### src/logic/heater_pkg.sv
// Package with constants, register map and types for the heater circuit controller.
// What this block does
// - Keep a 4-bit active-alarm code showing which alarm conditions are active now.
// - Acknowledge one or all alarms; alarm relay releases once all are acknowledged.
// - Separate temperature, current, ground trip enables; trip holds until its alarm acknowledged.
// - Control method is on/off, on/off soft start, proportional or ambient proportional.
// - Hold a forced duty 0 to 100 percent applied during a sensor fault.
// - Sensor fault when resistance is above 313 ohms or below 48 ohms.
// - Keep controlling from a healthy second sensor; otherwise heater defaults off.
// - Clamp duty to 0 to 100 percent, except with mechanical relays.
// - Soft start with solid-state relays uses a 1 s period starting at clamp.
// - Soft start with clamp at 100 percent behaves as plain on/off.
// - Count mechanical relay cycles read-only, saturating, cleared only by administrator key.
// - Keep a running amp-hour total since last clear, bounded at 2,147,483,648.
// - Accumulate energy as configured voltage times measured heater current since last clear.
// - Heater voltage is a constant set before shipment, never measured.
// - In timed mechanical proportional mode report minutes 0 to 20 until re-energize.
// - On ground trip capture and hold the ground current reading, 20 to 255 mA.
// - On current trip capture and hold the heater current reading, 1 to 100 A.
// - Each module carries a fixed unique address between 01 and 20.
// - With a trip disabled, top threshold crossing is reported as alarm only.
package heater_pkg;
  localparam int          CLK_HZ         = 250_000_000;
  localparam int          SOFT_PERIOD_S  = 1;
  localparam int          WINDOW_MIN     = 20;
  localparam int          SEC_PER_MIN    = 60;
  localparam int          SEC_PER_HOUR   = 3600;
  localparam logic [6:0]  PCT_FULL       = 7'h64;
  localparam logic [9:0]  RES_MAX_OHM    = 10'h139;
  localparam logic [9:0]  RES_MIN_OHM    = 10'h030;
  localparam logic [31:0] ACC_LIMIT      = 32'h8000_0000;
  localparam logic [31:0] ADMIN_KEY      = 32'h00ad_c1ea;
  // Register word indices.
  localparam logic [3:0]  REG_CTRL       = 4'h0;
  localparam logic [3:0]  REG_CLAMP      = 4'h1;
  localparam logic [3:0]  REG_FORCED     = 4'h2;
  localparam logic [3:0]  REG_ALARM      = 4'h3;
  localparam logic [3:0]  REG_STATUS     = 4'h4;
  localparam logic [3:0]  REG_CYCLES     = 4'h5;
  localparam logic [3:0]  REG_AMPH       = 4'h6;
  localparam logic [3:0]  REG_WATTH      = 4'h7;
  localparam logic [3:0]  REG_CAPTURE    = 4'h8;
  localparam logic [3:0]  REG_IDENT      = 4'h9;
  // Alarm code bit positions.
  localparam int          ALM_TEMP       = 0;
  localparam int          ALM_CUR        = 1;
  localparam int          ALM_GND        = 2;
  localparam int          ALM_SENSOR     = 3;
  // Reset values.
  localparam logic [6:0]  CLAMP_RST      = 7'h64;
  localparam logic [6:0]  FORCED_RST     = 7'h00;

  typedef enum logic [1:0] {ON_OFF, ON_OFF_SOFT, PROPORTIONAL, AMBIENT_PROPORTIONAL} method_type;

  typedef struct packed {
    logic       temp_high;
    logic       cur_high;
    logic       gnd_high;
    logic       demand;
    logic [6:0] prop_duty;
    logic [9:0] res_a;
    logic [9:0] res_b;
    logic [6:0] heater_amps;
    logic [7:0] ground_ma;
  } meas_type;

  typedef struct packed {
    logic [3:0]  addr;
    logic [31:0] wdata;
    logic        wr;
    logic        rd;
  } bus_req_type;
endpackage

### src/logic/heater_circuit.sv
// Per-circuit heat-trace controller: duty selection, trips, alarms and accumulators.
//
// The placing of the registers and the address-and-strobe port were chosen for this implementation.
`timescale 1ns/10ps
module heater_circuit #(
  parameter int          SECOND_CYCLES = heater_pkg::SOFT_PERIOD_S * heater_pkg::CLK_HZ,
  parameter bit          RELAY_MECH    = 1'b0,
  parameter logic [15:0] SUPPLY_VOLTS  = 16'h00f0,
  parameter logic [4:0]  MODULE_ADDR   = 5'h01
) (
  input  wire logic                   clk,
  input  wire logic                   rst_n,
  input  wire heater_pkg::bus_req_type bus,
  output logic [31:0]                 rdata,
  input  wire heater_pkg::meas_type   meas_in,
  output logic                        heater_on,
  output logic                        alarm_relay
);
  import heater_pkg::*;

  localparam int PCT_CYCLES = SECOND_CYCLES / int'(PCT_FULL);

  typedef struct packed {
    meas_type    s1;
    meas_type    s2;
    method_type  method;
    logic [2:0]  trip_en;
    logic        sensor_b_cfg;
    logic [6:0]  clamp;
    logic [6:0]  forced;
    logic [3:0]  cond_prev;
    logic [3:0]  unack;
    logic [2:0]  tripped;
    logic [31:0] pct_cnt;
    logic [6:0]  phase;
    logic [5:0]  sec_cnt;
    logic [4:0]  minute;
    logic [6:0]  soft_duty;
    logic        heater;
    logic        relay;
    logic [4:0]  remain;
    logic [31:0] cycles;
    logic [31:0] amp_sec;
    logic [31:0] amp_hr;
    logic [31:0] watt_sec;
    logic [31:0] watt_hr;
    logic [7:0]  cap_gnd;
    logic [6:0]  cap_cur;
    logic [31:0] rdata;
    logic [1:0]  warm;
  } state_type;

  state_type st_r;
  state_type st_nxt;

  // A resistance outside the plausible band means a broken or open sensor.
  function automatic logic res_bad(input logic [9:0] ohm);
    return (ohm > RES_MAX_OHM) || (ohm < RES_MIN_OHM);
  endfunction

  // Accumulators stop at their bound instead of wrapping to a small value.
  function automatic logic [31:0] sat_inc(input logic [31:0] v);
    return (v >= ACC_LIMIT) ? ACC_LIMIT : v + 32'h1;
  endfunction

  function automatic logic [6:0] min_pct(input logic [6:0] a, input logic [6:0] b);
    return (a < b) ? a : b;
  endfunction

  // Percent settings are bounded on the whole word, so 200 stores 100 rather than its low bits.
  function automatic logic [6:0] pct_word(input logic [31:0] w);
    return (w > 32'(PCT_FULL)) ? PCT_FULL : w[6:0];
  endfunction

  logic [3:0]  cond;
  logic [3:0]  new_evt;
  logic [2:0]  trip_set;
  logic [15:0] ack_mask;
  logic        fault_a;
  logic        fault_b;
  logic        no_healthy;
  logic        pct_tick;
  logic        sec_tick;
  logic        min_tick;
  logic [6:0]  clamp_eff;
  logic [6:0]  want;
  logic        on_now;
  logic        timed_mech;
  logic [22:0] watts;

  always_comb begin
    st_nxt = st_r;
    // Two-stage synchronisers for every measurement pin; only stage two is read.
    st_nxt.s1 = meas_in;
    st_nxt.s2 = st_r.s1;
    st_nxt.warm = st_r.warm[1] ? st_r.warm : st_r.warm + 2'h1; // Zeros left by reset are not a dead sensor.

    // Sensor health: the second sensor only counts when it is configured.
    fault_a    = st_r.warm[1] && res_bad(st_r.s2.res_a);
    fault_b    = st_r.warm[1] && st_r.sensor_b_cfg && res_bad(st_r.s2.res_b);
    no_healthy = fault_a && (!st_r.sensor_b_cfg || fault_b);

    // Alarm conditions; a disabled trip still shows up here as an alarm.
    cond = {fault_a || fault_b, st_r.s2.gnd_high, st_r.s2.cur_high, st_r.s2.temp_high};
    new_evt  = cond & ~st_r.cond_prev;
    trip_set = cond[ALM_GND:ALM_TEMP] & st_r.trip_en;
    ack_mask = (bus.wr && bus.addr == REG_ALARM) ? bus.wdata[15:0] : 16'h0000;
    st_nxt.cond_prev = cond;

    // Acknowledge clears, but a fresh event in the same cycle wins.
    st_nxt.unack   = (st_r.unack & ~ack_mask[3:0]) | new_evt;
    st_nxt.tripped = (st_r.tripped & ~ack_mask[2:0]) | trip_set;
    st_nxt.relay   = |st_nxt.unack;

    // Capture the reading that caused a newly set ground or current trip.
    if (trip_set[ALM_GND] && !st_r.tripped[ALM_GND]) begin
      st_nxt.cap_gnd = st_r.s2.ground_ma;
    end
    if (trip_set[ALM_CUR] && !st_r.tripped[ALM_CUR]) begin
      st_nxt.cap_cur = st_r.s2.heater_amps;
    end

    // Time base: percent steps, seconds and minutes.
    pct_tick = (st_r.pct_cnt == 32'(PCT_CYCLES - 1));
    sec_tick = pct_tick && (st_r.phase == PCT_FULL - 7'h01);
    min_tick = sec_tick && (st_r.sec_cnt == 6'(SEC_PER_MIN - 1));
    st_nxt.pct_cnt = pct_tick ? 32'h0 : st_r.pct_cnt + 32'h1;
    if (pct_tick) begin
      st_nxt.phase = (st_r.phase == PCT_FULL - 7'h01) ? 7'h00 : st_r.phase + 7'h01;
    end
    if (sec_tick) begin
      st_nxt.sec_cnt = (st_r.sec_cnt == 6'(SEC_PER_MIN - 1)) ? 6'h00 : st_r.sec_cnt + 6'h01;
    end
    if (min_tick) begin
      st_nxt.minute = (st_r.minute == 5'(WINDOW_MIN - 1)) ? 5'h00 : st_r.minute + 5'h01;
    end

    // Mechanical relays ignore the clamp; they cannot switch fast enough to use it.
    clamp_eff = RELAY_MECH ? PCT_FULL : st_r.clamp;

    // Soft start restarts at the clamp whenever demand drops, then ramps once per second.
    if (!st_r.s2.demand) begin
      st_nxt.soft_duty = clamp_eff;
    end else if (sec_tick && st_r.soft_duty < PCT_FULL) begin
      st_nxt.soft_duty = st_r.soft_duty + 7'h01;
    end

    // Duty requested by the selected method.
    timed_mech = 1'b0;
    case (st_r.method)
      ON_OFF: begin
        want = st_r.s2.demand ? PCT_FULL : 7'h00;
      end
      ON_OFF_SOFT: begin
        // A clamp of 100 or a mechanical relay leaves plain on/off behaviour.
        if (!RELAY_MECH && clamp_eff < PCT_FULL) begin
          want = st_r.s2.demand ? st_r.soft_duty : 7'h00;
        end else begin
          want = st_r.s2.demand ? PCT_FULL : 7'h00;
        end
      end
      PROPORTIONAL, AMBIENT_PROPORTIONAL: begin
        want = min_pct(min_pct(st_r.s2.prop_duty, PCT_FULL), clamp_eff);
        timed_mech = RELAY_MECH; // timed_proportional_mechanical_mode
      end
      default: begin
        want = 7'h00;
      end
    endcase
    if (no_healthy) begin
      want = st_r.forced;
    end

    // Mechanical proportional runs a 20-minute window in whole minutes.
    if (timed_mech && !no_healthy) begin
      on_now = ({st_r.minute, 2'b00} + {2'b00, st_r.minute}) < want;
    end else begin
      on_now = st_r.phase < want;
    end
    if (|st_r.tripped) begin
      on_now = 1'b0;
    end
    st_nxt.heater = on_now;
    st_nxt.remain = (timed_mech && !on_now) ? 5'(WINDOW_MIN) - st_r.minute : 5'h00;

    // Relay cycle count; a write only clears it when it carries the administrator key.
    if (bus.wr && bus.addr == REG_CYCLES && bus.wdata == ADMIN_KEY) begin
      st_nxt.cycles = 32'h0;
    end else if (RELAY_MECH && on_now && !st_r.heater) begin
      st_nxt.cycles = sat_inc(st_r.cycles);
    end

    // Amp-seconds gather each second; whole hours drain out one per clock.
    watts = SUPPLY_VOLTS[15:0] * st_r.s2.heater_amps;
    if (bus.wr && bus.addr == REG_AMPH) begin
      st_nxt.amp_sec = 32'h0;
      st_nxt.amp_hr  = 32'h0;
    end else if (sec_tick && st_r.heater) begin
      st_nxt.amp_sec = st_r.amp_sec + {25'h0, st_r.s2.heater_amps};
    end else if (st_r.amp_sec >= 32'(SEC_PER_HOUR)) begin
      st_nxt.amp_sec = st_r.amp_sec - 32'(SEC_PER_HOUR);
      st_nxt.amp_hr  = sat_inc(st_r.amp_hr);
    end
    if (bus.wr && bus.addr == REG_WATTH) begin
      st_nxt.watt_sec = 32'h0;
      st_nxt.watt_hr  = 32'h0;
    end else if (sec_tick && st_r.heater) begin
      st_nxt.watt_sec = st_r.watt_sec + {9'h0, watts};
    end else if (st_r.watt_sec >= 32'(SEC_PER_HOUR)) begin
      st_nxt.watt_sec = st_r.watt_sec - 32'(SEC_PER_HOUR);
      st_nxt.watt_hr  = sat_inc(st_r.watt_hr);
    end

    // Configuration writes; out-of-range percentages are held at 100.
    if (bus.wr) begin
      case (bus.addr)
        REG_CTRL: begin
          st_nxt.method       = method_type'(bus.wdata[1:0]);
          st_nxt.trip_en      = bus.wdata[4:2];
          st_nxt.sensor_b_cfg = bus.wdata[5];
        end
        REG_CLAMP:  st_nxt.clamp  = pct_word(bus.wdata);
        REG_FORCED: st_nxt.forced = pct_word(bus.wdata);
        default: ;
      endcase
    end

    // Read data stands in the cycle after the strobe only.
    st_nxt.rdata = 32'h0;
    if (bus.rd) begin
      case (bus.addr)
        REG_CTRL:    st_nxt.rdata = {26'h0, st_r.sensor_b_cfg, st_r.trip_en, st_r.method};
        REG_CLAMP:   st_nxt.rdata = {25'h0, st_r.clamp};
        REG_FORCED:  st_nxt.rdata = {25'h0, st_r.forced};
        REG_ALARM:   st_nxt.rdata = {12'h0, st_r.unack, 9'h0, st_r.tripped, st_r.cond_prev};
        REG_STATUS:  st_nxt.rdata = {16'h0, st_r.remain, 1'b0, st_r.heater, st_r.relay, 1'b0, st_r.phase};
        REG_CYCLES:  st_nxt.rdata = st_r.cycles;
        REG_AMPH:    st_nxt.rdata = st_r.amp_hr;
        REG_WATTH:   st_nxt.rdata = st_r.watt_hr;
        REG_CAPTURE: st_nxt.rdata = {8'h0, st_r.cap_gnd, 9'h0, st_r.cap_cur};
        REG_IDENT:   st_nxt.rdata = {RELAY_MECH, 10'h0, MODULE_ADDR, SUPPLY_VOLTS};
        default:     st_nxt.rdata = 32'h0;
      endcase
    end
  end

  // One register bank for the whole state; reset loads constants only.
  always_ff @(posedge clk or negedge rst_n) begin
    if (!rst_n) begin
      st_r        <= '0;
      st_r.method <= ON_OFF;
      st_r.clamp  <= CLAMP_RST;
      st_r.forced <= FORCED_RST;
    end else begin
      st_r <= st_nxt;
    end
  end

  assign rdata       = st_r.rdata;
  assign heater_on   = st_r.heater;
  assign alarm_relay = st_r.relay;
endmodule // heater_circuit

### config.mk
export PLATFORM = sky130hd
export DESIGN_NAME = heater_circuit
export DESIGN_NICKNAME = d
export VERILOG_FILES = /design/src/logic/heater_pkg.sv /design/src/logic/heater_circuit.sv
export SDC_FILE = /design/constraint.sdc
export NUM_CORES = 1
export LEC_CHECK = 0
export BUFFER_PORTS_ARGS = -buffer_cell sky130_fd_sc_hd__buf_4
export CORE_UTILIZATION = 52
export DETAILED_ROUTE_END_ITERATION = 6
export GPL_ROUTABILITY_DRIVEN = 0
export HOLD_SLACK_MARGIN = 0.03
export PLACE_DENSITY = 0.72
export SYNTH_ARGS = -nofsm -noshare
export SYNTH_HDL_FRONTEND = slang
export SYNTH_SLANG_ARGS = --single-unit
### constraint.sdc
create_clock -name clk -period 4.3 [get_ports clk]
set_input_delay 0.645 -clock clk [delete_from_list [all_inputs] [get_ports clk]]
set_output_delay 0.645 -clock clk [all_outputs]
set_load 0.005 [all_outputs]
==> reports/results.ini <==
[cts]
cts-root-buf=clkbuf_16
cts_sinks=340
cts_hold_buf=0
clkSlewWorstSetupHoldPaths_ps=70
h-tree-depth=2
clk_path_buf_depth=3
clk-insertion-delay-late_ps=550
cts_tree=yes
numCtsBuffers=38

[floorplan]
die_w_microns=186.7
die_area_sq_um=34850
dieHeight_microns=186.7
start_util=0.5289
coreArea_sq_um=33530
io_pins=120
row_count=67

[finish]
design_area_sq_um=20680
final_layout_size_suffix_gt1_frac=0.1690
syn2layout_area_growth_pct=16.60
multi_input_area_sq_um=8618
final_common_cell=dfrtp_1
nFillCells=2764
layout_common_cells=337 x dfrtp_1, 184 x nor2_1, 168 x buf_4
seqCellArea_sq_um=8512
instances_no_fill=2395
nets=2075
diodes=0

[logic_synthesis]
async_reset_ff_frac=1.000
synth-edff-count=0
syn_inst=1812
synth_seq_cells=340
netlist_area_sq_um=17730
synth-compound-area-share=0.1283
yosys.area_share.simple=0.2096
ys_types=83
synthAdderAreaFrac=0.05489
avgSynthCellArea_sq_um=9.787
syn-num-nets=1968
synthXorXnorAreaFrac=0.05778
synth_top_family_by_area=simple AND/OR/NAND/NOR gates
synth-warning-count=0
muxShareOfSynthArea=0.02413
ys_seq_area_frac=0.4800
synth_flop_cell=dfrtp_1

[sta]
min_period_over_period=1.057
worst_slew_pin_slew_ps=1110
grt_setup_unrepaired=yes
hold_viol=0
relSlewSlack=0.2499
max_freq_ghz=0.2199
slew_viol_final=0
skew_ps=25.73
setup_slack_ps=-246.7
setup_viol=18
fin_crit_ps=4547

[placed_design]
port_buffers=117
place_area_sq_um=19050
placed_cells=2320
dp_hpwl_mm=30.18
dp_slack_ps=-240.8

[setup_path]
r2r_cells=21
cp.required_ps=4770
rr_endpoint=st_r[108]$_DFFE_PN0P_
crit_path_max_fanout=3
start_kind=flop
cp-end-kind=flop
crit_type=reg2reg
r2r-start=st_r[312]$_DFF_PN0_
crit_arrival_ps=5010
reg2reg_slack_ps=-250

[power_and_ir_drop]
pwr-share-seq=0.395
power_switching_mw=3.637
total_leakage_power_nw=9.042
comb_power_share=0.291
p_sw_frac=0.3326
p_int_mw=7.300
clockPowerShare=0.314
peakVddDrop_v=0.0003299
power.density_nw_per_um2=528.9

[routing]
drtPass1Iterations=6
wire_per_inst_microns=18.26
antenna_left=0
drt_iter0_markers=1166
viasPerCell=5.968
vias=14290
drc=0
route.final.wire_length_mm=43.72

[job]
max_cap_violations=0

[worst_hold_path]
hold_path_class=in2async

[status]
outcome=finished with violations
violations=negative setup slack

[global_routing]
antenna_found_initial=0
grt_max_degree=113
grt_pass1_wl_mm=72.11
grt_pass1_vias=14040
grt_usage=0.2539
gr-total-overflow=0

==> worst max-delay path, stage by stage, from the launching register on <==
cell and delay [ps]:
dfrtp_1 390, fa_1 580, inv_2 50, fa_1 490, inv_2 50, buf_6 110, fa_2 350, a21oi_2 140
nor2_1 50, nor2_1 150, o21bai_1 100, a21oi_2 180, o21ai_2 90, xor2_1 140, ha_1 330, inv_2 80
o21ai_2 200, a21oi_2 60, o31a_1 130, o32a_1 340, or3_1 320, a21oi_1 150
==> routing by layer <==
| metal | GRT usage | vias up | routed length, microns |
|---|---|---|---|
| met5 | 0 | - | 0 |
| met4 | 0.07692 | 0 | 979 |
| met3 | 0.03573 | 83 | 2903 |
| met2 | 0.4150 | 551 | 20810 |
| met1 | 0.3517 | 6999 | 19030 |
| li1 | - | 6661 | - |
==> sequential cells by signal, indices dropped and copies added, names as in the netlist <==
register     count
rdata           32
cond             3
st_r           252
st_nxt          44
heater_on        1
alarm_relay      1
clamp_eff        7
==> timing repair <==
item                       CTS  global route
buffers inserted             5             4
pin swaps                   28            11
gates resized for setup     27            23
setup endpoints to repair   18            20
==> synthesized netlist by cell type (12+ instances only) <==
library cell  count  area share
mux2_2           22       0.014
nand2b_1         13      0.0046
mux2i_1          18       0.010
nor3_1           57       0.016
nand3_1          60       0.017
o21ai_0         118       0.033
inv_1            65       0.014
o22ai_1          12      0.0042
fa_1             13       0.015
and2_1           20      0.0071
and4_1           17      0.0084
clkbuf_1         58       0.012
ha_1             57       0.040
dfrtp_1         337        0.48
a31oi_1          15      0.0053
or3_1            21      0.0074
xnor2_1          85       0.042
nor2_1          185       0.039
and3_1           23      0.0081
a21oi_1          77       0.022
nand2_1         157       0.033
a22oi_1          26       0.011
buf_4            34       0.014
nand4_1          41       0.014
nor2b_1          13      0.0046
nor4_1           30       0.011
xor2_1           32       0.016
==> per-stage QoR <==
stage / setup TNS, ps / utilization / total power [mW] / hold slack, ps
after global routing: -4818 / 0.6167 / 11.54 / 182.0
final: -1723 / 0.6167 / 10.94 / 186.3
after global placement: -401.3 / 0.5681 / 6.925 / 331.6
after floorplan: 0 / - / 6.124 / 331.2
after detailed placement: -2683 / 0.5681 / 7.061 / 334.7
after CTS: -669.3 / 0.6133 / 10.74 / 191.3
==> worst max-delay path by stage <==
stage                     slack (ps)  cells after the start           startpoint                     to
after detailed placement        -240                     21  st_r[312]$_DFF_PN0_  st_r[108]$_DFFE_PN0P_
after global placement           -70                     19  st_r[312]$_DFF_PN0_  st_r[105]$_DFFE_PN0P_
final                           -250                     21  st_r[312]$_DFF_PN0_  st_r[108]$_DFFE_PN0P_
after CTS                       -140                     19  st_r[312]$_DFF_PN0_  st_r[108]$_DFFE_PN0P_
after global routing            -390                     21  st_r[312]$_DFF_PN0_  st_r[108]$_DFFE_PN0P_
after floorplan                    7                     18  st_r[315]$_DFF_PN0_  st_r[108]$_DFFE_PN0P_
==> power groups by stage <==
stage / sequential, mW / clock, mW / combinational, mW
global route: 4.39 / 3.64 / 3.52
finish: 4.32 / 3.43 / 3.18
detailed placement: 4.34 / 0 / 2.72
floorplan: 4.06 / 0 / 2.06
CTS: 4.29 / 3.50 / 2.95
global placement: 4.32 / 0 / 2.60
==> cells by family after synthesis <==
logic type	Yosys count
adders and majority gates	70
xor gates and xnor gates	117
buffers and inverters	175
DFF	340
muxes	40
AOI/OAI and AO/OA	359
and+or+nand+nor	711
==> final cells by class <==
type,count,share of cell area
clock buffers,52,0.05440
multi-input cells,1297,0.4168
repair buffers,177,0.06734
inverters,65,0.01180
clock inverters,16,0.01095
well taps,448,0.02711
flip-flops and latches,340,0.4116
No activity file was read; power rests on OpenSTA's default activity.
